===== config.mk =====
export PLATFORM = sky130hd
export DESIGN_NAME = acc_ctrl
export DESIGN_NICKNAME = d
export VERILOG_FILES = /design/src/rtl/acc_sync.v /design/src/rtl/acc_ctrl.v
export VERILOG_INCLUDE_DIRS = /design/src /design/src/rtl
export SDC_FILE = /design/constraint.sdc
export NUM_CORES = 1
export LEC_CHECK = 0
export ABC_AREA = 1
export BUFFER_PORTS_ARGS = -buffer_cell sky130_fd_sc_hd__buf_4
export CELL_PAD_IN_SITES_DETAIL_PLACEMENT = 1
export CELL_PAD_IN_SITES_GLOBAL_PLACEMENT = 1
export CORE_MARGIN = 3
export CORE_UTILIZATION = 39
export CTS_BUF_LIST = sky130_fd_sc_hd__clkbuf_16
export DETAILED_ROUTE_END_ITERATION = 10
export HOLD_SLACK_MARGIN = 0.12
export MAX_ROUTING_LAYER = met4
export PLACE_DENSITY_LB_ADDON = 0.1
export SYNTH_ARGS = -nofsm -noshare
export SYNTH_HDL_FRONTEND = slang
export SYNTH_SLANG_ARGS = --single-unit
export TNS_END_PERCENT = 50

===== constraint.sdc =====
create_clock -name clk -period 7.1 [get_ports clk]
set_clock_uncertainty 0.05 [all_clocks]
set_input_delay 1.065 -clock clk [delete_from_list [all_inputs] [get_ports clk]]
set_output_delay 1.065 -clock clk [all_outputs]
set_load 0.005 [all_outputs]

===== src/rtl/acc_consts.vh =====
// timing counts, field positions and fixed codes for the converter control block
`ifndef ACC_CONSTS_VH
`define ACC_CONSTS_VH

// clock and time bases
`define ACC_CLK_PERIOD_PS 8000
`define ACC_PS_PER_NS 1000
`define ACC_PS_PER_US 1000000
`define ACC_CYCLES_PER_US (`ACC_PS_PER_US / `ACC_CLK_PERIOD_PS)

// least acquisition time rounds up, single conversion time rounds down
`define ACC_T_ACQ_NS 300
`define ACC_T_CONV_NS 600
`define ACC_T_ACQ_PS (`ACC_T_ACQ_NS * `ACC_PS_PER_NS)
`define ACC_ACQ_CYCLES ((`ACC_T_ACQ_PS + `ACC_CLK_PERIOD_PS - 1) / `ACC_CLK_PERIOD_PS)
`define ACC_CONV_CYCLES ((`ACC_T_CONV_NS * `ACC_PS_PER_NS) / `ACC_CLK_PERIOD_PS)

// offset calibration length, arbitrary
`define ACC_CAL_CYCLES 64

// serial frame: falling edge index that ends acquisition (ninth, counted from 0)
`define ACC_NINTH_FALL 4'h8

// target address decode
`define ACC_ADDR_BASE 7'h10

// result coding, straight binary
`define ACC_RESULT_ZERO 12'h000
`define ACC_RESULT_MID 12'h800
`define ACC_RESULT_FULL 12'hFFF

// averaging and pacing
`define ACC_AVG_FRAC_BITS 4
`define ACC_OSC1_SHIFT 5

// check code
`define ACC_CRC_POLY 8'h07
`define ACC_CRC_INIT 8'h00

// conversion sequencer states, one-hot
`define ACC_ST_IDLE 3'h1
`define ACC_ST_ACQ 3'h2
`define ACC_ST_CONV 3'h4

`endif


===== src/rtl/acc_sync.v =====
// three-stage input synchroniser with agreement filter
`timescale 1ns/1ps
module acc_sync #(
  parameter W = 1,
  parameter [W-1:0] INIT = {W{1'b0}}
) (
  // clocking
  input wire clk,
  input wire reset,
  input wire clk_en,
  // data
  input wire [W-1:0] async_in,
  output reg [W-1:0] level_out
);
  reg [W-1:0] stage1_reg;
  reg [W-1:0] stage2_reg;
  reg [W-1:0] stage3_reg;
  integer i;

  // stage1 feeds stage2 only; a bit moves once stages two and three agree
  always @(posedge clk) begin
    if (reset) begin
      stage1_reg <= INIT;
      stage2_reg <= INIT;
      stage3_reg <= INIT;
      level_out <= INIT;
    end else if (clk_en) begin
      stage1_reg <= async_in;
      stage2_reg <= stage1_reg;
      stage3_reg <= stage2_reg;
      for (i = 0; i < W; i = i + 1) begin
        if (stage2_reg[i] == stage3_reg[i]) begin
          level_out[i] <= stage3_reg[i];
        end
      end
    end
  end
endmodule


===== src/rtl/acc_ctrl.v =====
// channel, conversion pacing, calibration and address control of the converter
`timescale 1ns/1ps
`include "acc_consts.vh"
module acc_ctrl #(
  parameter CYCLES_PER_US = `ACC_CYCLES_PER_US,
  parameter CAL_CYCLES = `ACC_CAL_CYCLES
) (
  // clocking
  input wire clk,
  input wire reset,
  input wire clk_en,
  // channel configuration, latched on cfg_load
  input wire cfg_load,
  input wire [7:0] pin_cfg,
  input wire [7:0] gpio_dir,
  input wire [7:0] output_level_setting,
  input wire [7:0] output_driver_type,
  // shared channel pins
  input wire [7:0] shared_channel_pin_in,
  output reg [7:0] shared_channel_pin_out,
  output reg [7:0] shared_channel_pin_oe,
  output reg [7:0] pin_level_readback,
  // serial lines, observed only
  input wire scl_in,
  input wire sda_in,
  // conversion control
  input wire manual_conv_en,
  input wire host_conv_start,
  input wire auto_mode,
  input wire sequencing_run,
  input wire oscillator_choice,
  input wire [3:0] clk_div,
  input wire [2:0] avg_ratio,
  // analog core
  input wire [11:0] adc_code,
  output reg sample_switch_closed,
  output reg conv_start,
  output reg conv_busy,
  // results
  output reg [11:0] result_code,
  output reg result_valid,
  output reg [15:0] avg_result,
  output reg avg_done,
  // offset calibration
  input wire cal_set,
  output reg cal_bit,
  // target address
  input wire [2:0] addr_strap,
  input wire addr_prog_valid,
  input wire [6:0] addr_prog_value,
  output reg [6:0] target_address,
  // check code over transfer bytes
  input wire crc_clear,
  input wire crc_byte_valid,
  input wire [7:0] crc_byte,
  output reg [7:0] crc_value,
  // threshold events from the window comparator
  input wire [7:0] threshold_event,
  output reg alert_out
);
  // synchronised views of outside signals
  wire [1:0] bus_level;
  wire [7:0] chan_level;
  wire [2:0] strap_level;

  // I2C lines idle high; sampling at 8 ns still sees a high-speed bit
  acc_sync #(.W(2), .INIT(2'h3)) u_sync_bus (
    .clk(clk),
    .reset(reset),
    .clk_en(clk_en),
    .async_in({scl_in, sda_in}),
    .level_out(bus_level)
  );

  acc_sync #(.W(8), .INIT(8'h00)) u_sync_chan (
    .clk(clk),
    .reset(reset),
    .clk_en(clk_en),
    .async_in(shared_channel_pin_in),
    .level_out(chan_level)
  );

  acc_sync #(.W(3), .INIT(3'h0)) u_sync_strap (
    .clk(clk),
    .reset(reset),
    .clk_en(clk_en),
    .async_in(addr_strap),
    .level_out(strap_level)
  );

  // channel configuration
  reg [7:0] pin_cfg_reg;
  reg [7:0] gpio_dir_reg;
  reg [7:0] out_level_reg;
  reg [7:0] drv_type_reg;

  always @(posedge clk) begin
    if (reset) begin
      pin_cfg_reg <= 8'h00;
      gpio_dir_reg <= 8'h00;
      out_level_reg <= 8'h00;
      drv_type_reg <= 8'h00;
    end else if (clk_en && cfg_load) begin
      pin_cfg_reg <= pin_cfg;
      gpio_dir_reg <= gpio_dir;
      out_level_reg <= output_level_setting;
      drv_type_reg <= output_driver_type;
    end
  end

  wire [7:0] is_output = pin_cfg_reg & gpio_dir_reg;
  wire [7:0] oe_next = is_output & (drv_type_reg | ~out_level_reg);
  wire [7:0] out_next = is_output & drv_type_reg & out_level_reg;

  always @(posedge clk) begin
    if (reset) begin
      shared_channel_pin_out <= 8'h00;
      shared_channel_pin_oe <= 8'h00;
      pin_level_readback <= 8'h00;
      alert_out <= 1'b0;
    end else if (clk_en) begin
      shared_channel_pin_out <= out_next;
      shared_channel_pin_oe <= oe_next;
      pin_level_readback <= chan_level;
      // comparator events only count on analog channels
      alert_out <= |(threshold_event & ~pin_cfg_reg);
    end
  end

  // serial frame watcher: start, stop, scl falling edges
  reg scl_prev_reg;
  reg sda_prev_reg;
  reg [3:0] fall_cnt_reg;
  wire scl_now = bus_level[1];
  wire sda_now = bus_level[0];
  wire frame_start = scl_now & scl_prev_reg & sda_prev_reg & ~sda_now;
  wire frame_stop = scl_now & scl_prev_reg & ~sda_prev_reg & sda_now;
  wire scl_fall = scl_prev_reg & ~scl_now;
  wire ninth_fall = scl_fall && (fall_cnt_reg == `ACC_NINTH_FALL);

  always @(posedge clk) begin
    if (reset) begin
      scl_prev_reg <= 1'b1;
      sda_prev_reg <= 1'b1;
      fall_cnt_reg <= 4'hF;
    end else if (clk_en) begin
      scl_prev_reg <= scl_now;
      sda_prev_reg <= sda_now;
      if (frame_start) begin
        fall_cnt_reg <= 4'h0;
      end else if (scl_fall && fall_cnt_reg != 4'hF) begin
        fall_cnt_reg <= fall_cnt_reg + 4'h1;
      end
    end
  end

  // pacing: cycle = 1us * (2 or 3) << (div/2) / 2, times 32 on the slow oscillator
  wire [9:0] half_us = clk_div[0] ? (10'h003 << clk_div[3:1]) : (10'h002 << clk_div[3:1]);
  wire [14:0] half_us_osc = oscillator_choice ? ({5'h00, half_us} << `ACC_OSC1_SHIFT) :
    {5'h00, half_us};
  wire [31:0] cycle_prod = half_us_osc * CYCLES_PER_US;
  wire [19:0] cycle_len = cycle_prod[20:1];
  reg [19:0] pace_cnt_reg;
  reg avg_active_reg;
  wire pace_run = (auto_mode && sequencing_run) || avg_active_reg;
  wire pace_tick = pace_run && (pace_cnt_reg >= cycle_len - 20'h1);

  always @(posedge clk) begin
    if (reset) begin
      pace_cnt_reg <= 20'h0;
    end else if (clk_en) begin
      if (!pace_run || pace_tick) begin
        pace_cnt_reg <= 20'h0;
      end else begin
        pace_cnt_reg <= pace_cnt_reg + 20'h1;
      end
    end
  end

  // conversion sequencer
  localparam [2:0] ST_IDLE = `ACC_ST_IDLE;
  localparam [2:0] ST_ACQ = `ACC_ST_ACQ;
  localparam [2:0] ST_CONV = `ACC_ST_CONV;
  localparam integer ACQ_LAST_N = `ACC_ACQ_CYCLES - 1;
  localparam integer CONV_LAST_N = `ACC_CONV_CYCLES - 1;
  localparam [6:0] ACQ_LAST = ACQ_LAST_N[6:0];
  localparam [6:0] CONV_LAST = CONV_LAST_N[6:0];

  reg [2:0] state_reg;
  reg internal_acq_reg;
  reg [6:0] phase_cnt_reg;
  reg [7:0] avg_left_reg;
  reg [18:0] avg_acc_reg;
  reg [7:0] cal_cnt_reg;
  wire manual_mode = manual_conv_en && !auto_mode;
  wire [18:0] avg_sum = avg_acc_reg + {7'h00, adc_code};
  wire [22:0] avg_scaled = {avg_sum, {`ACC_AVG_FRAC_BITS{1'b0}}} >> avg_ratio;
  wire conv_end = (state_reg == ST_CONV) && (phase_cnt_reg == CONV_LAST);
  wire internal_go = pace_tick && !cal_bit;

  always @(posedge clk) begin
    if (reset) begin
      state_reg <= ST_IDLE;
      internal_acq_reg <= 1'b0;
      phase_cnt_reg <= 7'h00;
      sample_switch_closed <= 1'b0;
      conv_start <= 1'b0;
      conv_busy <= 1'b0;
    end else if (clk_en) begin
      conv_start <= 1'b0;
      case (state_reg)
        ST_IDLE: begin
          phase_cnt_reg <= 7'h00;
          if (internal_go) begin
            state_reg <= ST_ACQ;
            internal_acq_reg <= 1'b1;
            sample_switch_closed <= 1'b1;
          end else if (manual_mode && frame_start && !cal_bit && !avg_active_reg) begin
            state_reg <= ST_ACQ;
            internal_acq_reg <= 1'b0;
            sample_switch_closed <= 1'b1;
          end
        end
        ST_ACQ: begin
          if (internal_acq_reg) begin
            phase_cnt_reg <= phase_cnt_reg + 7'h01;
            if (phase_cnt_reg == ACQ_LAST) begin
              state_reg <= ST_CONV;
              phase_cnt_reg <= 7'h00;
              sample_switch_closed <= 1'b0;
              conv_start <= 1'b1;
              conv_busy <= 1'b1;
            end
          end else if (ninth_fall) begin
            state_reg <= ST_CONV;
            sample_switch_closed <= 1'b0;
            conv_start <= 1'b1;
            conv_busy <= 1'b1;
          end else if (frame_stop) begin
            state_reg <= ST_IDLE;
            sample_switch_closed <= 1'b0;
          end
        end
        ST_CONV: begin
          // fixed length whatever the pacing settings
          phase_cnt_reg <= phase_cnt_reg + 7'h01;
          if (conv_end) begin
            state_reg <= ST_IDLE;
            phase_cnt_reg <= 7'h00;
            conv_busy <= 1'b0;
          end
        end
        default: begin
          state_reg <= ST_IDLE;
          sample_switch_closed <= 1'b0;
          conv_busy <= 1'b0;
        end
      endcase
    end
  end

  // results and averaging
  always @(posedge clk) begin
    if (reset) begin
      result_code <= `ACC_RESULT_ZERO;
      result_valid <= 1'b0;
      avg_result <= 16'h0000;
      avg_done <= 1'b0;
      avg_active_reg <= 1'b0;
      avg_left_reg <= 8'h00;
      avg_acc_reg <= 19'h0;
    end else if (clk_en) begin
      result_valid <= 1'b0;
      avg_done <= 1'b0;
      if (host_conv_start && avg_ratio != 3'h0 && !avg_active_reg && !cal_bit) begin
        // one host start launches the whole averaging run
        avg_active_reg <= 1'b1;
        avg_left_reg <= 8'h01 << avg_ratio;
        avg_acc_reg <= 19'h0;
      end
      if (conv_end) begin
        result_code <= adc_code;
        result_valid <= 1'b1;
        if (avg_active_reg) begin
          avg_acc_reg <= avg_sum;
          avg_left_reg <= avg_left_reg - 8'h01;
          if (avg_left_reg == 8'h01) begin
            avg_active_reg <= 1'b0;
            avg_result <= avg_scaled[15:0];
            avg_done <= 1'b1;
          end
        end
      end
    end
  end

  // offset calibration; a new set in the finishing cycle keeps the bit
  wire cal_finish = cal_bit && (cal_cnt_reg == CAL_CYCLES[7:0] - 8'h01);

  always @(posedge clk) begin
    if (reset) begin
      cal_bit <= 1'b0;
      cal_cnt_reg <= 8'h00;
    end else if (clk_en) begin
      // sequencing is not checked; the host must have stopped it first
      if (cal_set) begin
        cal_bit <= 1'b1;
        cal_cnt_reg <= 8'h00;
      end else if (cal_finish) begin
        cal_bit <= 1'b0;
        cal_cnt_reg <= 8'h00;
      end else if (cal_bit) begin
        cal_cnt_reg <= cal_cnt_reg + 8'h01;
      end
    end
  end

  // target address: the synchroniser shows the strap only after four edges, load on the fifth
  reg [2:0] strap_wait_reg;

  always @(posedge clk) begin
    if (reset) begin
      strap_wait_reg <= 3'h0;
      target_address <= `ACC_ADDR_BASE;
    end else if (clk_en) begin
      if (strap_wait_reg != 3'h5) begin
        strap_wait_reg <= strap_wait_reg + 3'h1;
        if (strap_wait_reg == 3'h4) begin
          target_address <= `ACC_ADDR_BASE + {4'h0, strap_level};
        end
      end else if (addr_prog_valid) begin
        target_address <= addr_prog_value;
      end
    end
  end

  // check code, msb first
  function [7:0] crc_step;
    input [7:0] crc_in;
    input [7:0] data;
    integer k;
    reg [7:0] c;
    begin
      c = crc_in ^ data;
      for (k = 0; k < 8; k = k + 1) begin
        c = c[7] ? ({c[6:0], 1'b0} ^ `ACC_CRC_POLY) : {c[6:0], 1'b0};
      end
      crc_step = c;
    end
  endfunction

  always @(posedge clk) begin
    if (reset) begin
      crc_value <= `ACC_CRC_INIT;
    end else if (clk_en) begin
      if (crc_clear) begin
        crc_value <= `ACC_CRC_INIT;
      end else if (crc_byte_valid) begin
        crc_value <= crc_step(crc_value, crc_byte);
      end
    end
  end
endmodule


==> summary.md, run 1 <==
| Metric | Value |
|---|---|
| Status | `finished, final reports clean` |
| Slowest stage cell on the critical path | `fa_1` |
| Top_reg_cell synth | `dfxtp_1` |
| Vias in the first global route | `14600` |
| Placed Cells | `2733` |
| M2 GR Usage | `0.391` |
| Multi-input gate area | `0.00894 mm²` |
| XOR/XNOR Fraction of Synth Area | `0.0399` |
| IO Port Bufs | `173` |
| Met1 GRT Util | `0.282` |
| Placed inst area | `0.0169 mm²` |
| GRT Max-Usage Layer | `met2` |
| Setup WS pre-CTS | `-0.381 ns` |
| Synth Area in Compound Gates | `0.142` |
| Yosys top cell by area | `dfxtp_1` |
| Pint | `0.00286 W` |
| Row count | `70` |
| Clock Power Share | `0.327` |
| Flop pwr share | `0.319` |
| Iteration-0 DRC count of the detailed router | `510` |
| Post-Synth Simple-Gate Area | `0.275` |
| Final net count | `2529` |
| Register area share after synthesis | `0.320` |
| Detailed Route WL | `44.5 mm` |
| Clock-pin slew on the worst setup and hold paths | `0.06 ns` |
| Seq. cell area | `0.00468 mm²` |
| Clk buf depth | `3` |
| Design area | `0.0180 mm²` |
| TritonCTS Buffers | `27` |
| Finished Layout Cells | `2784` |
| Largest family of logic cells by synthesized area | `simple AND/OR/NAND/NOR gates` |
| Synth top area share | `0.320` |
| Syn. warnings | `0` |
| Worst vdd ir | `0.192 mV` |
| H-tree depth | `1` |
| Initial Util | `0.398` |
| Switch share | `0.342` |
| Routed len/inst | `16.0 µm` |
| Hold slack | `0.412 ns` |
| Layout area overhead | `23.0%` |
| Slew HR | `0.440` |
| DPL Wire Length | `34.3 mm` |
| Final Setup Violations | `0` |
| Initial antenna violation count | `0` |
| First-pass GRT wire length | `71.8 mm` |
| Vias/cell | `5.15` |
| # fillers | `4710` |
| Die area | `0.0399 mm²` |
| Post-Synth Adder-Cell Area | `0.138` |
| Worst setup EP type | `flip-flop` |
| Worst-Skew Late Latency | `0.56 ns` |
| Root Driver | `clkbuf_16` |
| Number of distinct library cells after synthesis | `59` |
| Final setup margin | `0.402 ns` |
| CP required | `7.52 ns` |
| Congestion Overflow GR | `0` |
| Die width | `200 µm` |
| Average footprint of a synthesized cell | `7.05 µm²` |
| I/O Pins | `174` |
| Worst slew pin tran | `0.839 ns` |
| Minimum clock period | `6.70 ns` |
| Via Count | `14300` |
| Grt met3 use | `0.0264` |
| Ys async rst share | `0` |
| Pwr dens | `242 mW/mm²` |
| Final setup TNS | `0 ns` |
| 1st-pass router iterations | `4` |
| HP Class | `flip-flop to flip-flop` |
| Most used cell, CP | `nand2_1` |
| Core area | `0.0368 mm²` |
| Gate Count Post-Synth | `2077` |
| Layout cells sized above 1 | `0.169` |
| Tcrit/Tclk final | `0.943` |
| TritonCTS clock tree | `yes` |
| Post-synthesis mux area share | `0.000683` |
| P_sw | `0.00149 W` |
| DRC violations left | `0` |
| Startpoint class of the critical path | `primary input` |
| Worst stage delay on the critical path | `0.54 ns` |
| Crit path kind | `primary input to flip-flop` |
| Achievable frequency | `149 MHz` |
| GPL Wtd Cong | `0.874` |
| Lkg Pwr | `8.36 nW` |
| Largest net degree at the start of global routing | `70` |
| CP max FO | `4` |
| Yosys reg bits | `234` |
| Area contributors post-synth | `dfxtp_1 32%, nand2_1 11%, ha_1 7.6%` |
| Final hold violations | `0` |
| Number of enable flip-flop cells after synthesis | `0` |
| CP top delay family | `adder cells` |
| Comb pwr share | `0.354` |
| GRT Total Usage | `0.224` |
| N_diodes | `0` |
| Post-DRT Antenna Nets | `0` |
| Worst Path Buf+Inv | `8` |
| Max reg flops | `20` |
| Post-synth net total | `2311` |
| Final slew viol count | `0` |
| Max cap viols | `0` |
| Worst Path Arrival | `7.12 ns` |
| Die height | `200 µm` |
| TritonCTS Sinks | `234` |
| Post-Syn Area | `0.0146 mm²` |
cells by family after synthesis:
| family | count (synthesis) |
|---|---|
| simple gates | 939 |
| compound gates | 380 |
| buf+inv | 323 |
| flops | 234 |
| fa+ha+maj | 134 |
| xor+xnor | 65 |
| other cells | 1 |
| mux | 1 |
metrics by stage:
| stage | util | power, W |
|---|---|---|
| 2_1_floorplan | - | 0.00229 |
| 5_1_grt | 0.490 | 0.00465 |
| 4_1_cts | 0.484 | 0.00427 |
| 6_report | 0.490 | 0.00435 |
| 3_3_place_gp | 0.459 | 0.00278 |
| 3_5_place_dp | 0.459 | 0.00284 |
worst paths after layout:
| kind | start | to | cells past startpoint | slack, ns |
|---|---|---|---|---|
| worst max-delay path | clk_div[1] | state_reg[2] | 41 | 0.40 |
| worst min-delay path | u_sync_bus.stage1_reg[1] | u_sync_bus.stage1_reg[1] | 2 | 0.41 |
| worst max register to register | phase_cnt_reg[0] | avg_left_reg[0] | 8 | 4.36 |
| worst min register to register | u_sync_bus.stage1_reg[1] | u_sync_bus.stage1_reg[1] | 2 | 0.41 |
repair_timing:
action | 4_1_cts | 5_1_grt
gates resized for setup | 0 | 44
hold buffers | 0 | 0
setup buffers | 0 | 1
endpoints found under the hold margin | 0 | 0
endpoints found under the setup margin | 0 | 25
metal layers:
layer | up-vias | wire, µm
li1 | 7200 | -
met1 | 6893 | 20100
met2 | 180 | 22200
met3 | 54 | 1280
met4 | 0 | 899
met5 | - | 0
worst register-to-register path, stage by stage (launching register included):
cell	delay, ns
dfxtp_1	0.35
inv_1	0.09
ha_1	0.16
nand3_1	0.14
nor2_4	0.45
nand2_1	0.59
nor2_1	0.51
o21ai_0	0.13
a21oi_1	0.19
layout make-up:
class / count / share of cell area
multi-input cells: 1520 / 0.496
clock inverters: 23 / 0.0127
clock buffers: 27 / 0.0375
repair buffers: 258 / 0.108
well taps: 468 / 0.0325
flip-flops and latches: 234 / 0.260
inverters: 254 / 0.0530
power groups by stage:
stage               Clock, W  Combinational, W  Sequential [W]
finish               0.00142           0.00154         0.00139
global route         0.00151           0.00174         0.00139
CTS                  0.00146           0.00143         0.00139
detailed placement         0           0.00142         0.00142
global placement           0           0.00137         0.00141
floorplan                  0          0.000879         0.00141
cells in the final DEF (no fill, tap or decap), drive strengths merged, types with 4 or more instances in the layout:
cell type / synthesis / layout
a31oi: 24 / 24
nand2: 442 / 442
nand3b: 4 / 4
a32oi: 8 / 8
clkinv: 1 / 16
clkbuf: 51 / 27
o21bai: 10 / 10
nor3: 33 / 33
nand4: 25 / 25
nand3: 157 / 157
a21oi: 160 / 160
buf: 18 / 258
nor2: 260 / 260
fa: 45 / 45
xor2: 41 / 41
o211ai: 7 / 7
a221oi: 4 / 4
inv: 253 / 254
or2: 5 / 5
nor4: 6 / 6
bufinv: 0 / 4
xnor2: 24 / 24
a211oi: 5 / 5
o21ai: 149 / 149
ha: 89 / 89
dfxtp: 234 / 234
cell usage after synthesis (all sizes together), types with 18 or more instances:
| cell type | count |
|---|---|
| nand2 | 442 |
| nor2 | 260 |
| inv | 253 |
| dfxtp | 234 |
| a21oi | 160 |
| nand3 | 157 |
| o21ai | 149 |
| ha | 89 |
| clkbuf | 51 |
| fa | 45 |
| xor2 | 41 |
| nor3 | 33 |
| nand4 | 25 |
| a31oi | 24 |
| xnor2 | 24 |
| buf | 18 |
No activity file was read; power rests on OpenSTA's default activity.
==> inputs of run 2 (changes only) <==
--- a/config.mk
+++ b/config.mk
@@ -6,12 +6,11 @@
 export SDC_FILE = /design/constraint.sdc
 export NUM_CORES = 1
 export LEC_CHECK = 0
-export ABC_AREA = 1
 export BUFFER_PORTS_ARGS = -buffer_cell sky130_fd_sc_hd__buf_4
 export CELL_PAD_IN_SITES_DETAIL_PLACEMENT = 1
 export CELL_PAD_IN_SITES_GLOBAL_PLACEMENT = 1
 export CORE_MARGIN = 3
-export CORE_UTILIZATION = 39
+export CORE_UTILIZATION = 40
 export CTS_BUF_LIST = sky130_fd_sc_hd__clkbuf_16
 export DETAILED_ROUTE_END_ITERATION = 10
 export HOLD_SLACK_MARGIN = 0.12
==> run 2 against run 1 <==
The run now ends with negative setup slack left. Critical path depth shrank 10. Maximum frequency down 9.8%. Worst hold slack worse by 0.0089 ns. Final area shrank 0.50%. Combinational power is 39% lower. Sequential cell count did not move. Clock power fell by 13%. Synthesized cell count is 17% lower. Sequential power barely moved. Total power fell by 19%. Via count is 9.5% lower. Register-to-register slack got worse by 1.3 ns. Critical endpoint is now state_reg[1]. Largest cell class unchanged. Highest routed layer unchanged.
==> summary.md, run 2 <==
| Metric | Value |
|---|---|
| Status | `finished, violations left` |
| Failing checks | `negative setup slack` |
| Worst Path Arrival | `7.81 ns` |
| Detailed Route WL | `41.2 mm` |
| Iteration-0 DRC count of the detailed router | `529` |
| Crit path depth | `31` |
| Startpoint class of the critical path | `primary input` |
| Final net count | `2192` |
| Gate Count Post-Synth | `1715` |
| N_diodes | `0` |
| Hold slack | `0.403 ns` |
| Final slew viol count | `0` |
| Hold-fix buffers at CTS | `0` |
| Clk buf depth | `3` |
| H-tree depth | `1` |
| Congestion Overflow GR | `0` |
| Achievable frequency | `135 MHz` |
| Placed inst area | `0.0168 mm²` |
| Crit path kind | `primary input to flip-flop` |
| Layout area overhead | `26.2%` |
| TritonCTS Sinks | `234` |
| Final hold violations | `0` |
| Max reg flops | `20` |
| GRT Total Usage | `0.217` |
| Worst stage delay on the critical path | `0.54 ns` |
| Top_reg_cell synth | `dfxtp_1` |
| RR Endpoint | `avg_result[12]` |
| IO Port Bufs | `173` |
| Tcrit/Tclk final | `1.05` |
| Lkg Pwr | `7.89 nW` |
| CP required | `7.48 ns` |
| DPL Wire Length | `30.0 mm` |
| Average footprint of a synthesized cell | `8.28 µm²` |
| Unrepaired setup endpoints after global routing | `yes` |
| Worst-Skew Late Latency | `0.55 ns` |
| Final setup margin | `-0.329 ns` |
| TritonCTS Buffers | `27` |
| Minimum clock period | `7.43 ns` |
| Area contributors post-synth | `dfxtp_1 33%, ha_1 7.8%, fa_1 6.3%` |
| Post-Syn Area | `0.0142 mm²` |
| DRC violations left | `0` |
| Routed len/inst | `17.0 µm` |
| Vias in the first global route | `13800` |
| Commonest non-fill, non-tap cells in the layout | `284 x buf_4, 234 x dfxtp_1, 195 x nand2_1` |
| Finished Layout Cells | `2427` |
| Commonest non-fill, non-tap cell in the layout | `buf_4` |
| I/O Pins | `174` |
| Core area | `0.0348 mm²` |
| Worst R2R Path Depth | `8` |
| Via Count | `13000` |
| Design area | `0.0179 mm²` |
| Yosys reg bits | `234` |
| Worst Setup SP | `clk_div[3]` |
| Layout cells sized above 1 | `0.215` |
| Hold path depth | `2` |
| Top-count cell post-synth | `dfxtp_1` |
| CP top delay family | `adder cells` |
| Max cap viols | `0` |
| Final setup TNS | `-7.04 ns` |
| Worst slew pin tran | `1.12 ns` |
| CP max FO | `7` |
| Placed Cells | `2366` |
| Die area | `0.0378 mm²` |
| Critical path destination | `state_reg[1]` |
| Row count | `68` |
| Slew HR | `0.249` |
| Post-synth net total | `1949` |
| Ys async rst share | `0` |
| R2r setup slk | `3.08 ns` |
| Worst Path Buf+Inv | `6` |
| Initial Util | `0.408` |
| Largest net degree at the start of global routing | `100` |
| Initial antenna violation count | `0` |
| Clock-pin slew on the worst setup and hold paths | `0.06 ns` |
| HP Class | `flip-flop to flip-flop` |
| Syn. warnings | `0` |
| Number of distinct library cells after synthesis | `82` |
| R2r startpoint | `state_reg[2]` |
| Register area share after synthesis | `0.330` |
| Number of enable flip-flop cells after synthesis | `0` |
| 1st-pass router iterations | `4` |
| TritonCTS clock tree | `yes` |
| Root Driver | `clkbuf_16` |
| Synth top area share | `0.330` |
| Synth cell count leaders | `234 x dfxtp_1, 200 x nand2_1, 197 x nor2_1, 159 x a21oi_1, 101 x inv_1` |
| Final Setup Violations | `24` |
| Worst setup EP type | `flip-flop` |
| Die height | `194 µm` |
| Pwr dens | `197 mW/mm²` |
| Slowest stage cell on the critical path | `or4b_4` |
| Vias/cell | `5.34` |
| Die width | `194 µm` |
| Worst vdd ir | `0.141 mV` |
| Post-DRT Antenna Nets | `0` |
| GPL Wtd Cong | `0.836` |
| First-pass GRT wire length | `68.6 mm` |
| Yosys top cell by area | `dfxtp_1` |
-- run 2: changes by cell type in the layout (fill, tap and decap cells not counted), sizes merged, moves of 56 or more --
cell   change
mux2i     +56
nor2      -63
inv      -141
nand3     -98
o21ai     -77
nand2    -242
-- run 2: per-stage QoR --
step	worst slack [ns]	util	total power (W)
floorplan	-0.717	-	0.00193
global placement	-0.955	0.482	0.00223
detailed placement	-1.15	0.482	0.00226
CTS	-0.447	0.510	0.00355
global route	-0.585	0.515	0.00373
finish	-0.329	0.515	0.00353
-- run 2: cell families after synthesis --
| logic type | count (synthesis) | synth area share |
|---|---|---|
| simple gates | 617 | 0.201 |
| compound gates | 386 | 0.170 |
| flops | 234 | 0.330 |
| buf+inv | 185 | 0.0492 |
| fa+ha+maj | 134 | 0.142 |
| xor+xnor | 92 | 0.0577 |
| mux | 66 | 0.0505 |
| other cells | 1 | 0.000264 |
-- run 2: layout make-up --
| class | count | area, µm² |
|---|---|---|
| fill | 4133 | 16900 |
| multi-input combinational | 1296 | 9220 |
| sequential | 234 | 4680 |
| timing repair buffer | 295 | 2310 |
| clock buffer | 27 | 676 |
| tap | 455 | 569 |
| inverter | 104 | 393 |
| clock inverter | 16 | 76.3 |
-- run 2: worst min path at each step --
stage	from	to	slack, ns
finish	gpio_dir_reg[4]	gpio_dir_reg[4]	0.40
global route	gpio_dir_reg[4]	gpio_dir_reg[4]	0.42
CTS	gpio_dir_reg[4]	gpio_dir_reg[4]	0.40
detailed placement	gpio_dir_reg[4]	gpio_dir_reg[4]	0.40
global placement	gpio_dir_reg[4]	gpio_dir_reg[4]	0.39
floorplan	u_sync_bus.stage3_reg[1]	u_sync_bus.stage3_reg[1]	0.38
-- run 2: power by group --
group | internal, W | switching [W] | total [W]
sequential | 0.00134 | 0.0000241 | 0.00137
combinational | 0.000459 | 0.000475 | 0.000934
clock | 0.000681 | 0.000549 | 0.00123
-- run 2: worst reg2reg max path, delay by kind of cell, from the launching register on --
kind / cells / cell delay [ns]
AO/OA/AOI/OAI: 3 / 0.84
flip-flops: 1 / 0.48
AND/OR/NAND/NOR: 5 / 2.57
-- run 2: what timing repair did --
action,in CTS,in global routing
gates cloned,0,2
pin swaps,37,22
setup buffers,13,4
gates resized for setup,42,25
endpoints found under the setup margin,24,24
-- run 2: layer usage --
metal / vias to the layer above / track usage / wire, µm
met3: 56 / 0.0335 / 1530
met4: 0 / 0.0399 / 700
met2: 167 / 0.373 / 20100
met5: - / - / 0
li1: 6409 / - / -
met1: 6329 / 0.275 / 18900
==> inputs of run 3 (changes only) <==
--- a/config.mk
+++ b/config.mk
@@ -10,7 +10,7 @@
 export CELL_PAD_IN_SITES_DETAIL_PLACEMENT = 1
 export CELL_PAD_IN_SITES_GLOBAL_PLACEMENT = 1
 export CORE_MARGIN = 3
-export CORE_UTILIZATION = 40
+export CORE_UTILIZATION = 35
 export CTS_BUF_LIST = sky130_fd_sc_hd__clkbuf_16
 export DETAILED_ROUTE_END_ITERATION = 10
 export HOLD_SLACK_MARGIN = 0.12
==> run 3 against run 2 <==
The run still ends with negative setup slack left. Wire length grew 2.1%. Utilization shrank 5.9 points. Non-clock buffer count grew 5. Total power grew 4.0%. Via count is essentially flat. Worst hold slack gained 0.0012 ns. Critical path type unchanged. Critical endpoint unchanged. Largest power group unchanged.
==> summary.md, run 3 (synthesized netlist as in run 2, its figures left out) <==
| Metric | Value |
|---|---|
| Status | `finished, violations left` |
| Failing checks | `negative setup slack` |
| Via Count | `13000` |
| TritonCTS Buffers | `29` |
| Hold-fix buffers at CTS | `0` |
| Unrepaired setup endpoints after global routing | `yes` |
| Die area | `0.0430 mm²` |
| Clock-pin slew on the worst setup and hold paths | `0.06 ns` |
| Minimum clock period | `7.32 ns` |
| Lkg Pwr | `7.97 nW` |
| Crit path kind | `primary input to flip-flop` |
| DPL Wire Length | `31.0 mm` |
| CP required | `7.51 ns` |
| Total Power | `0.00367 W` |
| Pwr dens | `202 mW/mm²` |
| Final setup TNS | `-3.94 ns` |
| DRC violations left | `0` |
| First-pass GRT wire length | `69.3 mm` |
| Row count | `73` |
| Most used cell, CP | `fa_1` |
| Commonest non-fill, non-tap cells in the layout | `288 x buf_4, 234 x dfxtp_1, 195 x nand2_1` |
| Detailed Route WL | `42.1 mm` |
| HP Class | `flip-flop to flip-flop` |
| H-tree depth | `1` |
| Initial antenna violation count | `0` |
| Final net count | `2199` |
| Worst stage delay on the critical path | `0.54 ns` |
| GPL Wtd Cong | `0.819` |
| Post-DRT Antenna Nets | `0` |
| Layout area overhead | `28.1%` |
| Util after Layout | `0.456` |
| IO Port Bufs | `173` |
| Startpoint class of the critical path | `primary input` |
| Clk buf depth | `3` |
| Vias in the first global route | `13700` |
| Core area | `0.0399 mm²` |
| Final Setup Violations | `24` |
| Worst slew pin tran | `1.08 ns` |
| Achievable frequency | `137 MHz` |
| Final slew viol count | `0` |
| Worst vdd ir | `0.184 mV` |
| Worst-Skew Late Latency | `0.57 ns` |
| Vias/cell | `5.16` |
| Root Driver | `clkbuf_16` |
| Layout cells sized above 1 | `0.224` |
| Placed inst area | `0.0169 mm²` |
| Design area | `0.0182 mm²` |
| Congestion Overflow GR | `0` |
| N_diodes | `0` |
| Max reg flops | `20` |
| Iteration-0 DRC count of the detailed router | `493` |
| GRT Total Usage | `0.195` |
| CP max FO | `5` |
| Slowest stage cell on the critical path | `or4b_4` |
| TritonCTS Sinks | `234` |
| Die height | `207 µm` |
| Final setup margin | `-0.221 ns` |
| CP top delay family | `adder cells` |
| Die width | `207 µm` |
| Routed len/inst | `16.8 µm` |
| Worst setup EP type | `flip-flop` |
| Commonest non-fill, non-tap cell in the layout | `buf_4` |
| Setup WS pre-CTS | `-1.06 ns` |
| Worst Path Arrival | `7.73 ns` |
| Largest net degree at the start of global routing | `161` |
| Max cap viols | `0` |
| TritonCTS clock tree | `yes` |
| Slew HR | `0.279` |
| Worst Path Buf+Inv | `4` |
| Initial Util | `0.356` |
| 1st-pass router iterations | `4` |
| Tcrit/Tclk final | `1.03` |
| I/O Pins | `174` |
| Final hold violations | `0` |
==> run 3: layout make-up <==
class / count / area [µm²]
multi-input combinational: 1296 / 9260
inverter: 104 / 390
clock inverter: 24 / 136
sequential: 234 / 4680
clock buffer: 29 / 726
tap: 525 / 657
timing repair buffer: 300 / 2340
fill: 4730 / 21700
==> run 3: per-layer routing <==
metal | part of all wire | track usage
met5 | 0 | -
met1 | 0.47 | 0.253
met4 | 0.015 | 0.0368
met3 | 0.033 | 0.0304
met2 | 0.48 | 0.325
==> run 3: per-stage QoR <==
| stage | hold slack (ns) | instances |
|---|---|---|
| after floorplan | 0.380 | 1715 |
| after global placement | 0.389 | 2443 |
| after detailed placement | 0.396 | 2443 |
| after CTS | 0.404 | 2503 |
| after global routing | 0.420 | 2512 |
| final | 0.405 | 2512 |
==> run 3: final timing paths <==
| check | from | to | slack, ns | cells past startpoint |
|---|---|---|---|---|
| hold / removal | gpio_dir_reg[1] | gpio_dir_reg[1] | 0.40 | 2 |
| setup / recovery | oscillator_choice | state_reg[1] | -0.22 | 28 |
| setup reg to reg | state_reg[2] | avg_result[12] | 3.07 | 8 |
| hold reg to reg | gpio_dir_reg[1] | gpio_dir_reg[1] | 0.40 | 2 |
==> run 3: tightest hold or removal path, stage by stage (launching register included) <==
cell	delay [ns]
dfxtp_1	0.31
nand2_1	0.05
a21oi_1	0.05
==> run 3: report_power, final <==
| part | switching [W] | total [W] | internal (W) |
|---|---|---|---|
| clock | 0.000598 | 0.00135 | 0.000747 |
| sequential | 0.0000249 | 0.00137 | 0.00134 |
| combinational | 0.000484 | 0.000957 | 0.000473 |
==> run 3: repair_timing <==
action,in CTS,in global routing
setup buffers,7,9
pin swaps,24,26
setup endpoints to repair,24,24
gates resized for setup,33,29
